`src/core/tmrc_map.svh`:
```
`ifndef TMRC_MAP_SVH
`define TMRC_MAP_SVH

// ----------------------------------------------------------------
// register byte offsets on the avalon slave
// ----------------------------------------------------------------
`define TMRC_OFS_CTRL 5'h00
`define TMRC_OFS_CNT_LO 5'h04
`define TMRC_OFS_CNT_HI 5'h08
`define TMRC_OFS_CMP_LO 5'h0c
`define TMRC_OFS_CMP_HI 5'h10
`define TMRC_OFS_STAT 5'h14
`define TMRC_OFS_MASK 5'h18
`define TMRC_OFS_AUX 5'h1c

// ----------------------------------------------------------------
// field positions and reset values
// ----------------------------------------------------------------
`define TMRC_STAT_OVF 0
`define TMRC_STAT_SEV 1
`define TMRC_CTRL_RST 8'h00
`define TMRC_AUX_RST 4'h0
`define TMRC_IRQ_RST 2'h0
`define TMRC_CNT_RST 16'h0000
`define TMRC_CMP_RST 16'hffff
`define TMRC_CNT_MAX 16'hffff

// ----------------------------------------------------------------
// timing counts
// ----------------------------------------------------------------
`define TMRC_FOSC_DIV 3'h4
`define TMRC_DIV_LAST 2'h3

`endif

```
`src/core/tmrc_pkg.sv`:
```
package tmrc_pkg;

	// ----------------------------------------------------------------
	// control register, bit 7 first
	// ----------------------------------------------------------------
	typedef struct packed {
		logic gate_polarity;
		logic gate_enable;
		logic [1:0] prescale_select;
		logic lp_osc_enable;
		logic sync_disable;
		logic clock_source_select;
		logic timer_on;
	} tmrc_ctrl_type;

	// ----------------------------------------------------------------
	// auxiliary control: oscillator, capture/compare and comparator side
	// ----------------------------------------------------------------
	typedef struct packed {
		logic lp_mode_ok;
		logic gate_source_select;
		logic comp_sync;
		logic sev_enable;
	} tmrc_aux_type;

endpackage

```
`src/core/tmrc_top.sv`:
```
// Local design decisions: register access over Avalon-MM and the placing of the registers.
`include "tmrc_map.svh"
`timescale 1ns/10ps
`default_nettype none

module tmrc_top
	import tmrc_pkg::*;
(
	input wire logic clk_i, // system clock, fosc
	input wire logic arst_n_i, // async reset, active low
	input wire logic ce_i, // clock enable, freezes all state when low
	input wire logic [4:0] avs_address_i, // byte address
	input wire logic avs_read_i, // read request
	input wire logic avs_write_i, // write request
	input wire logic [31:0] avs_writedata_i, // write data
	input wire logic [3:0] avs_byteenable_i, // byte lanes
	output logic [31:0] avs_readdata_o, // read data
	output logic avs_waitrequest_o, // stall
	input wire logic external_clock_pin_i, // external count clock pin
	input wire logic gate_pin_i, // gate pin level
	input wire logic comparator_two_output_i, // comparator level
	output logic [15:0] count_o, // count to the capture/compare unit
	output logic special_event_o, // one-cycle special event pulse
	output logic lp_osc_en_o, // low-power oscillator enable
	output logic irq_o // level interrupt
);

	// ----------------------------------------------------------------
	// helpers
	// ----------------------------------------------------------------
	function automatic logic [2:0] presc_last(input logic [1:0] sel);
		case (sel)
			2'h3: presc_last = 3'h7;
			2'h2: presc_last = 3'h3;
			2'h1: presc_last = 3'h1;
			default: presc_last = 3'h0;
		endcase
	endfunction

	function automatic logic hit(input logic [4:0] addr, input logic [4:0] ofs);
		hit = (addr[4:2] == ofs[4:2]);
	endfunction

	// ----------------------------------------------------------------
	// state
	// ----------------------------------------------------------------
	tmrc_ctrl_type ctrl_reg;
	tmrc_aux_type aux_reg;
	logic [15:0] cnt_reg;
	logic [15:0] cmp_reg;
	logic [1:0] stat_reg;
	logic [1:0] stat_next;
	logic [1:0] mask_reg;
	logic [1:0] div_reg;
	logic [2:0] presc_reg;
	logic wait_reg;
	logic [31:0] rdata_reg;
	logic ext_s1_reg, ext_s2_reg, ext_s3_reg;
	logic gate_s1_reg, gate_s2_reg;
	logic comp_s1_reg, comp_s2_reg;
	logic comp_tmr_reg;
	logic ext_pend_reg;
	logic match_prev_reg;
	logic sev_reg;
	logic lp_reg;
	logic irq_reg;

	// ----------------------------------------------------------------
	// bus decode
	// ----------------------------------------------------------------
	// a write lands on the edge where waitrequest is sampled low
	logic wr_go;
	logic lane0;
	logic lane1;
	logic wr_ctrl, wr_lo, wr_hi, wr_cmp_lo, wr_cmp_hi, wr_stat, wr_mask, wr_aux;
	logic cnt_wr;

	assign wr_go = avs_write_i && !wait_reg;
	assign lane0 = avs_byteenable_i[0];
	assign lane1 = avs_byteenable_i[1];
	assign wr_ctrl = wr_go && lane0 && hit(avs_address_i, `TMRC_OFS_CTRL);
	assign wr_lo = wr_go && lane0 && hit(avs_address_i, `TMRC_OFS_CNT_LO);
	assign wr_hi = wr_go && lane0 && hit(avs_address_i, `TMRC_OFS_CNT_HI);
	assign wr_cmp_lo = wr_go && lane0 && hit(avs_address_i, `TMRC_OFS_CMP_LO);
	assign wr_cmp_hi = wr_go && lane0 && hit(avs_address_i, `TMRC_OFS_CMP_HI);
	assign wr_stat = wr_go && lane0 && hit(avs_address_i, `TMRC_OFS_STAT);
	assign wr_mask = wr_go && lane0 && hit(avs_address_i, `TMRC_OFS_MASK);
	assign wr_aux = wr_go && lane0 && hit(avs_address_i, `TMRC_OFS_AUX);
	assign cnt_wr = wr_lo || wr_hi;

	// waitrequest drops for exactly one cycle per request
	always_ff @(posedge clk_i or negedge arst_n_i) begin
		if (!arst_n_i) begin
			wait_reg <= 1'b1;
		end else if (ce_i) begin
			wait_reg <= !((avs_read_i || avs_write_i) && wait_reg);
		end
	end

	// read data captured one cycle early so it stands when waitrequest is low
	always_ff @(posedge clk_i or negedge arst_n_i) begin
		if (!arst_n_i) begin
			rdata_reg <= 32'h0000_0000;
		end else if (ce_i && avs_read_i && wait_reg) begin
			rdata_reg <= 32'h0000_0000;
			unique case (avs_address_i[4:2])
				3'h0: rdata_reg[7:0] <= ctrl_reg;
				3'h1: rdata_reg[7:0] <= cnt_reg[7:0];
				3'h2: rdata_reg[7:0] <= cnt_reg[15:8];
				3'h3: rdata_reg[7:0] <= cmp_reg[7:0];
				3'h4: rdata_reg[7:0] <= cmp_reg[15:8];
				3'h5: rdata_reg[1:0] <= stat_reg;
				3'h6: rdata_reg[1:0] <= mask_reg;
				3'h7: rdata_reg[3:0] <= aux_reg;
			endcase
		end
	end

	// ----------------------------------------------------------------
	// configuration registers
	// ----------------------------------------------------------------
	always_ff @(posedge clk_i or negedge arst_n_i) begin
		if (!arst_n_i) begin
			ctrl_reg <= `TMRC_CTRL_RST;
		end else if (ce_i && wr_ctrl) begin
			ctrl_reg <= avs_writedata_i[7:0];
		end
	end

	always_ff @(posedge clk_i or negedge arst_n_i) begin
		if (!arst_n_i) begin
			aux_reg <= `TMRC_AUX_RST;
			cmp_reg <= `TMRC_CMP_RST;
			mask_reg <= `TMRC_IRQ_RST;
		end else if (ce_i) begin
			if (wr_aux) begin
				aux_reg <= avs_writedata_i[3:0];
			end
			if (wr_cmp_lo) begin
				cmp_reg[7:0] <= avs_writedata_i[7:0];
			end
			if (wr_cmp_hi) begin
				cmp_reg[15:8] <= avs_writedata_i[7:0];
			end
			if (wr_mask) begin
				mask_reg <= avs_writedata_i[1:0];
			end
		end
	end

	// oscillator only runs where the system clock mode permits sharing it
	always_ff @(posedge clk_i or negedge arst_n_i) begin
		if (!arst_n_i) begin
			lp_reg <= 1'b0;
		end else if (ce_i) begin
			lp_reg <= ctrl_reg.lp_osc_enable && aux_reg.lp_mode_ok;
		end
	end

	// ----------------------------------------------------------------
	// pin synchronisers
	// ----------------------------------------------------------------
	always_ff @(posedge clk_i or negedge arst_n_i) begin
		if (!arst_n_i) begin
			ext_s1_reg <= 1'b0;
			ext_s2_reg <= 1'b0;
			ext_s3_reg <= 1'b0;
			gate_s1_reg <= 1'b0;
			gate_s2_reg <= 1'b0;
			comp_s1_reg <= 1'b0;
			comp_s2_reg <= 1'b0;
		end else if (ce_i) begin
			ext_s1_reg <= external_clock_pin_i;
			ext_s2_reg <= ext_s1_reg;
			ext_s3_reg <= ext_s2_reg;
			gate_s1_reg <= gate_pin_i;
			gate_s2_reg <= gate_s1_reg;
			comp_s1_reg <= comparator_two_output_i;
			comp_s2_reg <= comp_s1_reg;
		end
	end

	// ----------------------------------------------------------------
	// clock source
	// ----------------------------------------------------------------
	logic ext_rise;
	logic phase_end;
	logic src_tick;

	assign ext_rise = ext_s2_reg && !ext_s3_reg;
	assign phase_end = (div_reg == `TMRC_DIV_LAST);

	always_ff @(posedge clk_i or negedge arst_n_i) begin
		if (!arst_n_i) begin
			div_reg <= 2'h0;
		end else if (ce_i) begin
			div_reg <= div_reg + 2'h1;
		end
	end

	// synchronised mode holds an edge until the next fosc/4 phase
	always_ff @(posedge clk_i or negedge arst_n_i) begin
		if (!arst_n_i) begin
			ext_pend_reg <= 1'b0;
		end else if (ce_i) begin
			if (phase_end) begin
				ext_pend_reg <= 1'b0;
			end else if (ext_rise) begin
				ext_pend_reg <= 1'b1;
			end
		end
	end

	always_comb begin
		if (!ctrl_reg.clock_source_select) begin
			src_tick = phase_end;
		end else if (ctrl_reg.sync_disable) begin
			src_tick = ext_rise;
		end else begin
			src_tick = phase_end && (ext_pend_reg || ext_rise);
		end
	end

	// ----------------------------------------------------------------
	// gate
	// ----------------------------------------------------------------
	logic comp_eff;
	logic gate_lvl;
	logic gate_ok;

	// resampling on the timer tick keeps a comparator edge from splitting an increment
	always_ff @(posedge clk_i or negedge arst_n_i) begin
		if (!arst_n_i) begin
			comp_tmr_reg <= 1'b0;
		end else if (ce_i && src_tick) begin
			comp_tmr_reg <= comp_s2_reg;
		end
	end

	assign comp_eff = aux_reg.comp_sync ? comp_tmr_reg : comp_s2_reg;
	assign gate_lvl = aux_reg.gate_source_select ? comp_eff : gate_s2_reg;
	assign gate_ok = !ctrl_reg.gate_enable || (gate_lvl == ctrl_reg.gate_polarity);

	// ----------------------------------------------------------------
	// prescaler and count
	// ----------------------------------------------------------------
	logic cnt_en;
	logic inc;
	logic match;
	logic sev;
	logic ovf_evt;

	assign cnt_en = ctrl_reg.timer_on && gate_ok && src_tick;
	assign inc = cnt_en && (presc_reg == presc_last(ctrl_reg.prescale_select));
	assign match = aux_reg.sev_enable && (cnt_reg == cmp_reg);
	assign sev = match && !match_prev_reg;
	assign ovf_evt = inc && !sev && !cnt_wr && (cnt_reg == `TMRC_CNT_MAX);

	always_ff @(posedge clk_i or negedge arst_n_i) begin
		if (!arst_n_i) begin
			presc_reg <= 3'h0;
		end else if (ce_i) begin
			if (cnt_wr || inc) begin
				presc_reg <= 3'h0;
			end else if (cnt_en) begin
				presc_reg <= presc_reg + 3'h1;
			end
		end
	end

	always_ff @(posedge clk_i or negedge arst_n_i) begin
		if (!arst_n_i) begin
			cnt_reg <= `TMRC_CNT_RST;
		end else if (ce_i) begin
			if (cnt_wr) begin
				if (wr_lo) begin
					cnt_reg[7:0] <= avs_writedata_i[7:0];
				end
				if (wr_hi) begin
					cnt_reg[15:8] <= avs_writedata_i[7:0];
				end
			end else if (sev) begin
				cnt_reg <= `TMRC_CNT_RST;
			end else if (inc) begin
				cnt_reg <= cnt_reg + 16'h0001;
			end
		end
	end

	always_ff @(posedge clk_i or negedge arst_n_i) begin
		if (!arst_n_i) begin
			match_prev_reg <= 1'b0;
			sev_reg <= 1'b0;
		end else if (ce_i) begin
			match_prev_reg <= match;
			sev_reg <= sev;
		end
	end

	// ----------------------------------------------------------------
	// interrupts
	// ----------------------------------------------------------------
	// a set in the same cycle as a write-one clear survives
	always_comb begin
		stat_next = stat_reg;
		if (wr_stat) begin
			stat_next = stat_reg & ~avs_writedata_i[1:0];
		end
		if (ovf_evt) begin
			stat_next[`TMRC_STAT_OVF] = 1'b1;
		end
		if (sev) begin
			stat_next[`TMRC_STAT_SEV] = 1'b1;
		end
	end

	always_ff @(posedge clk_i or negedge arst_n_i) begin
		if (!arst_n_i) begin
			stat_reg <= `TMRC_IRQ_RST;
			irq_reg <= 1'b0;
		end else if (ce_i) begin
			stat_reg <= stat_next;
			irq_reg <= |(stat_next & mask_reg);
		end
	end

	assign avs_readdata_o = rdata_reg;
	assign avs_waitrequest_o = wait_reg;
	assign count_o = cnt_reg;
	assign special_event_o = sev_reg;
	assign lp_osc_en_o = lp_reg;
	assign irq_o = irq_reg;
endmodule

`default_nettype wire

```
`config.mk`:
```
export PLATFORM = sky130hd
export DESIGN_NAME = tmrc_top
export DESIGN_NICKNAME = d
export VERILOG_FILES = /design/src/core/tmrc_pkg.sv /design/src/core/tmrc_top.sv
export VERILOG_INCLUDE_DIRS = /design/src /design/src/core
export SDC_FILE = /design/constraint.sdc
export NUM_CORES = 1
export LEC_CHECK = 0
export ABC_AREA = 1
export BUFFER_PORTS_ARGS = -buffer_cell sky130_fd_sc_hd__buf_2
export CORE_ASPECT_RATIO = 0.7
export CORE_MARGIN = 2
export CORE_UTILIZATION = 45
export CTS_CLUSTER_SIZE = 20
export DETAILED_ROUTE_END_ITERATION = 10
export GPL_TIMING_DRIVEN = 0
export HOLD_SLACK_MARGIN = 0.05
export PLACE_DENSITY = 0.8
export REMOVE_ABC_BUFFERS = 1
export SLEW_MARGIN = 10
export SYNTH_ARGS = -nofsm -noshare
export SYNTH_HDL_FRONTEND = slang
export SYNTH_SLANG_ARGS = --single-unit
```
`constraint.sdc`:
```
create_clock -name clk_i -period 2.75 [get_ports clk_i]
set_clock_uncertainty 0.2 [all_clocks]
set_input_delay 0.55 -clock clk_i [delete_from_list [all_inputs] [get_ports clk_i]]
set_output_delay 0.55 -clock clk_i [all_outputs]
set_load 0.02 [all_outputs]
```
==> flow_summary.ini <==
[floorplan]
initial_utilization_pct = 47.0
die_y_um = 88.8
io_pins = 101
dieArea_mm2 = 0.0111
rows = 30
dieWidth_um = 125
coreArea_mm2 = 0.00983

[global_route]
grt_util_met3_pct = 5.56
gr-usage-met2_pct = 36.4
antenna_found_initial = 0
grt_max_degree = 48
top_usage_layer = met2
met1_usage_pct = 36.3
overflow = 0
grt_pass1_wl_mm = 21.1
grtUsageTotal_pct = 24.5
grt_pass1_vias = 4032

[placement]
place.port_buffers = 47
dp_hpwl_mm = 9.72
globalplace.congestion = 0.957

[setup_path]
required_ns = 2.83
critical-path-max-stage-delay_ns = 0.54
cp_data_arrival_time_ns = 2.65
cp_num_buf_inv = 4
path_delay_family = simple AND/OR/NAND/NOR gates
crit_slowest_cell = dfstp_2
startpoint_type = flip-flop
crit_fanout = 17
path_cells = inv_1 > nand3_1 > inv_1 > nand2_2 > nand2_2 > inv_4 > nand2_1 > inv_1 > nand2_2 > nand3_2 > nand2_1 > nand2_1
endpoint_kind = flip-flop
crit_type = flip-flop to flip-flop
r2r_setup_slack_ns = 0.18

[pwr]
ir_worst_vdd_v = 0.000398
pwr_density_cell_mw_per_mm2 = 671
leakage_nw = 2.75
fin_total_pwr_mw = 3.51

[logic_synthesis]
ys_types = 39
ys_warn_count = 0
synth-seq-cells = 75
synth_top_area_cell = dfrtp_1
synth_area_per_cell_um2 = 7.07
syn_inst = 654
synth_top_area_share_pct = 31.4
mappedNetlistArea_mm2 = 0.00462
ys_seq_area_share_pct = 41.1
ys_top_cells_by_area = dfrtp_1 31%, nand2_1 19%, dfstp_2 9.7%, o21ai_0 6.2%, inv_1 5.9%

[cts]
cts.clk_slew.worst_paths_ns = 0.06
root_buffer = clkbuf_16
cts_tree = done
htree_levels = 3
cts_buffers = 9
clock_latency_ns = 0.35
cts_buffer_depth = 2
cts.sinks = 75

[detailed_routing]
wirelength_mm = 13.0
vias = 4505
drc = 0
avgRoutedWirePerCell_um = 15.5
ant_nets = 0
drt_iter0_drc = 495
drtPass1Iterations = 7
vias_per_cell = 5.40

[timing]
setup_violations = 0
hold_viol = 0
fmax_mhz = 389
fin_crit_ns = 2.57
relSlewSlack_pct = 57.9
hold_slack_ns = 0.200
final.setup.tns_ns = 0
tightest_slew_ns = 0.629
finalCritPeriodShare_pct = 93.4
rsz0062_at_grt = false
slew_viol_final = 0

[layout]
layout-drive-gt1-share_pct = 14.3
final_nets = 754
antenna_cells = 0
area_growth_pct = 13.0
layout_common_cells = 229 x nand2_1, 73 x inv_1, 58 x dfrtp_1, 57 x o21ai_0, 48 x nand3_1
final_common_cell = nand2_1
final_util_pct = 53.1

[run]
maxCapViolCount = 0

[outcome]
status = completed

[hold_path]
hold_path.class = primary input to flip-flop
synth_stat cells:
cell       number
nand2_1       231
buf_4          24
nand3_4         1
o31ai_1         4
nand3_2         2
a21oi_1        10
nor3_4          1
a22oi_1         1
nand2_2         2
dfstp_2        17
a221oi_1        1
dfrtp_1        58
nand4_2         1
buf_2           5
o21ai_0        57
a21oi_2         1
xnor2_1         1
buf_1           1
buf_6           2
xor2_1         11
o221ai_1        2
o2111ai_1       1
a31oi_1         5
nand2_4         1
inv_2           4
a21boi_0        2
o22ai_1        11
nand3b_1        3
ha_1            3
nand4_1         7
nor2_1         42
clkbuf_1        5
conb_1          1
nand3_1        48
nor2_2          3
and2_1          1
nor3_1         10
nor2_4          1
inv_1          73
per-layer routing:
metal,up-vias,share of wire [%]
li1,2154,-
met1,2125,48
met2,207,42
met3,19,8.9
met4,0,1.4
met5,-,0
final timing paths:
kind	endpoint	depth (start not counted)	from
worst min-delay path	comp_s1_reg	3	comparator_two_output_i
worst min register to register	comp_s1_reg	2	comp_s1_reg
worst max-delay path	count_o[14]	12	avs_waitrequest_o
max in group asynchronous	cmp_reg[0]	3	arst_n_i
worst max register to register	count_o[14]	12	avs_waitrequest_o
min in group asynchronous	avs_readdata_o[5]	2	arst_n_i
power by group:
part / internal [mW] / switching [mW]
sequential: 1.30 / 0.170
combinational: 0.290 / 0.539
clock: 0.712 / 0.498
logic make-up after synthesis:
family          share of synthesized area [%]
compound gates                           11.5
xor+xnor                                 2.27
fa+ha+maj                               0.812
buf+inv                                  11.7
flops                                    41.1
other cells                            0.0811
simple gates                             32.6
worst reg2reg max path: cells and delay by family (launching register included):
kind | cells | cell delay, ns
DFF | 1 | 0.54
and+or+nand+nor | 8 | 1.15
buffers and inverters | 4 | 0.61
per-stage QoR:
step	setup WS, ns	cells	instance area (um^2)
3_5_place_dp	-0.407	816	4880
4_1_cts	0.0425	835	5210
2_1_floorplan	0.555	640	4460
3_3_place_gp	-0.248	815	4850
5_1_grt	0.00739	835	5230
6_report	0.180	835	5230
cell type report:
class / instances / area, um^2
clock buffer: 10 / 229
clock inverter: 6 / 71.3
fill: 965 / 4610
inverter: 77 / 292
multi-input combinational: 488 / 2290
sequential: 75 / 1900
tap: 128 / 160
timing repair buffer: 51 / 290
timing repair:
action	CTS	global route
resized for setup	1	3
buffers inserted	2	0
hold buffers	1	0
setup endpoints to repair	20	23
endpoints found under the hold margin	20	0
pin swaps	1	0
No activity file was read; power rests on OpenSTA's default activity.
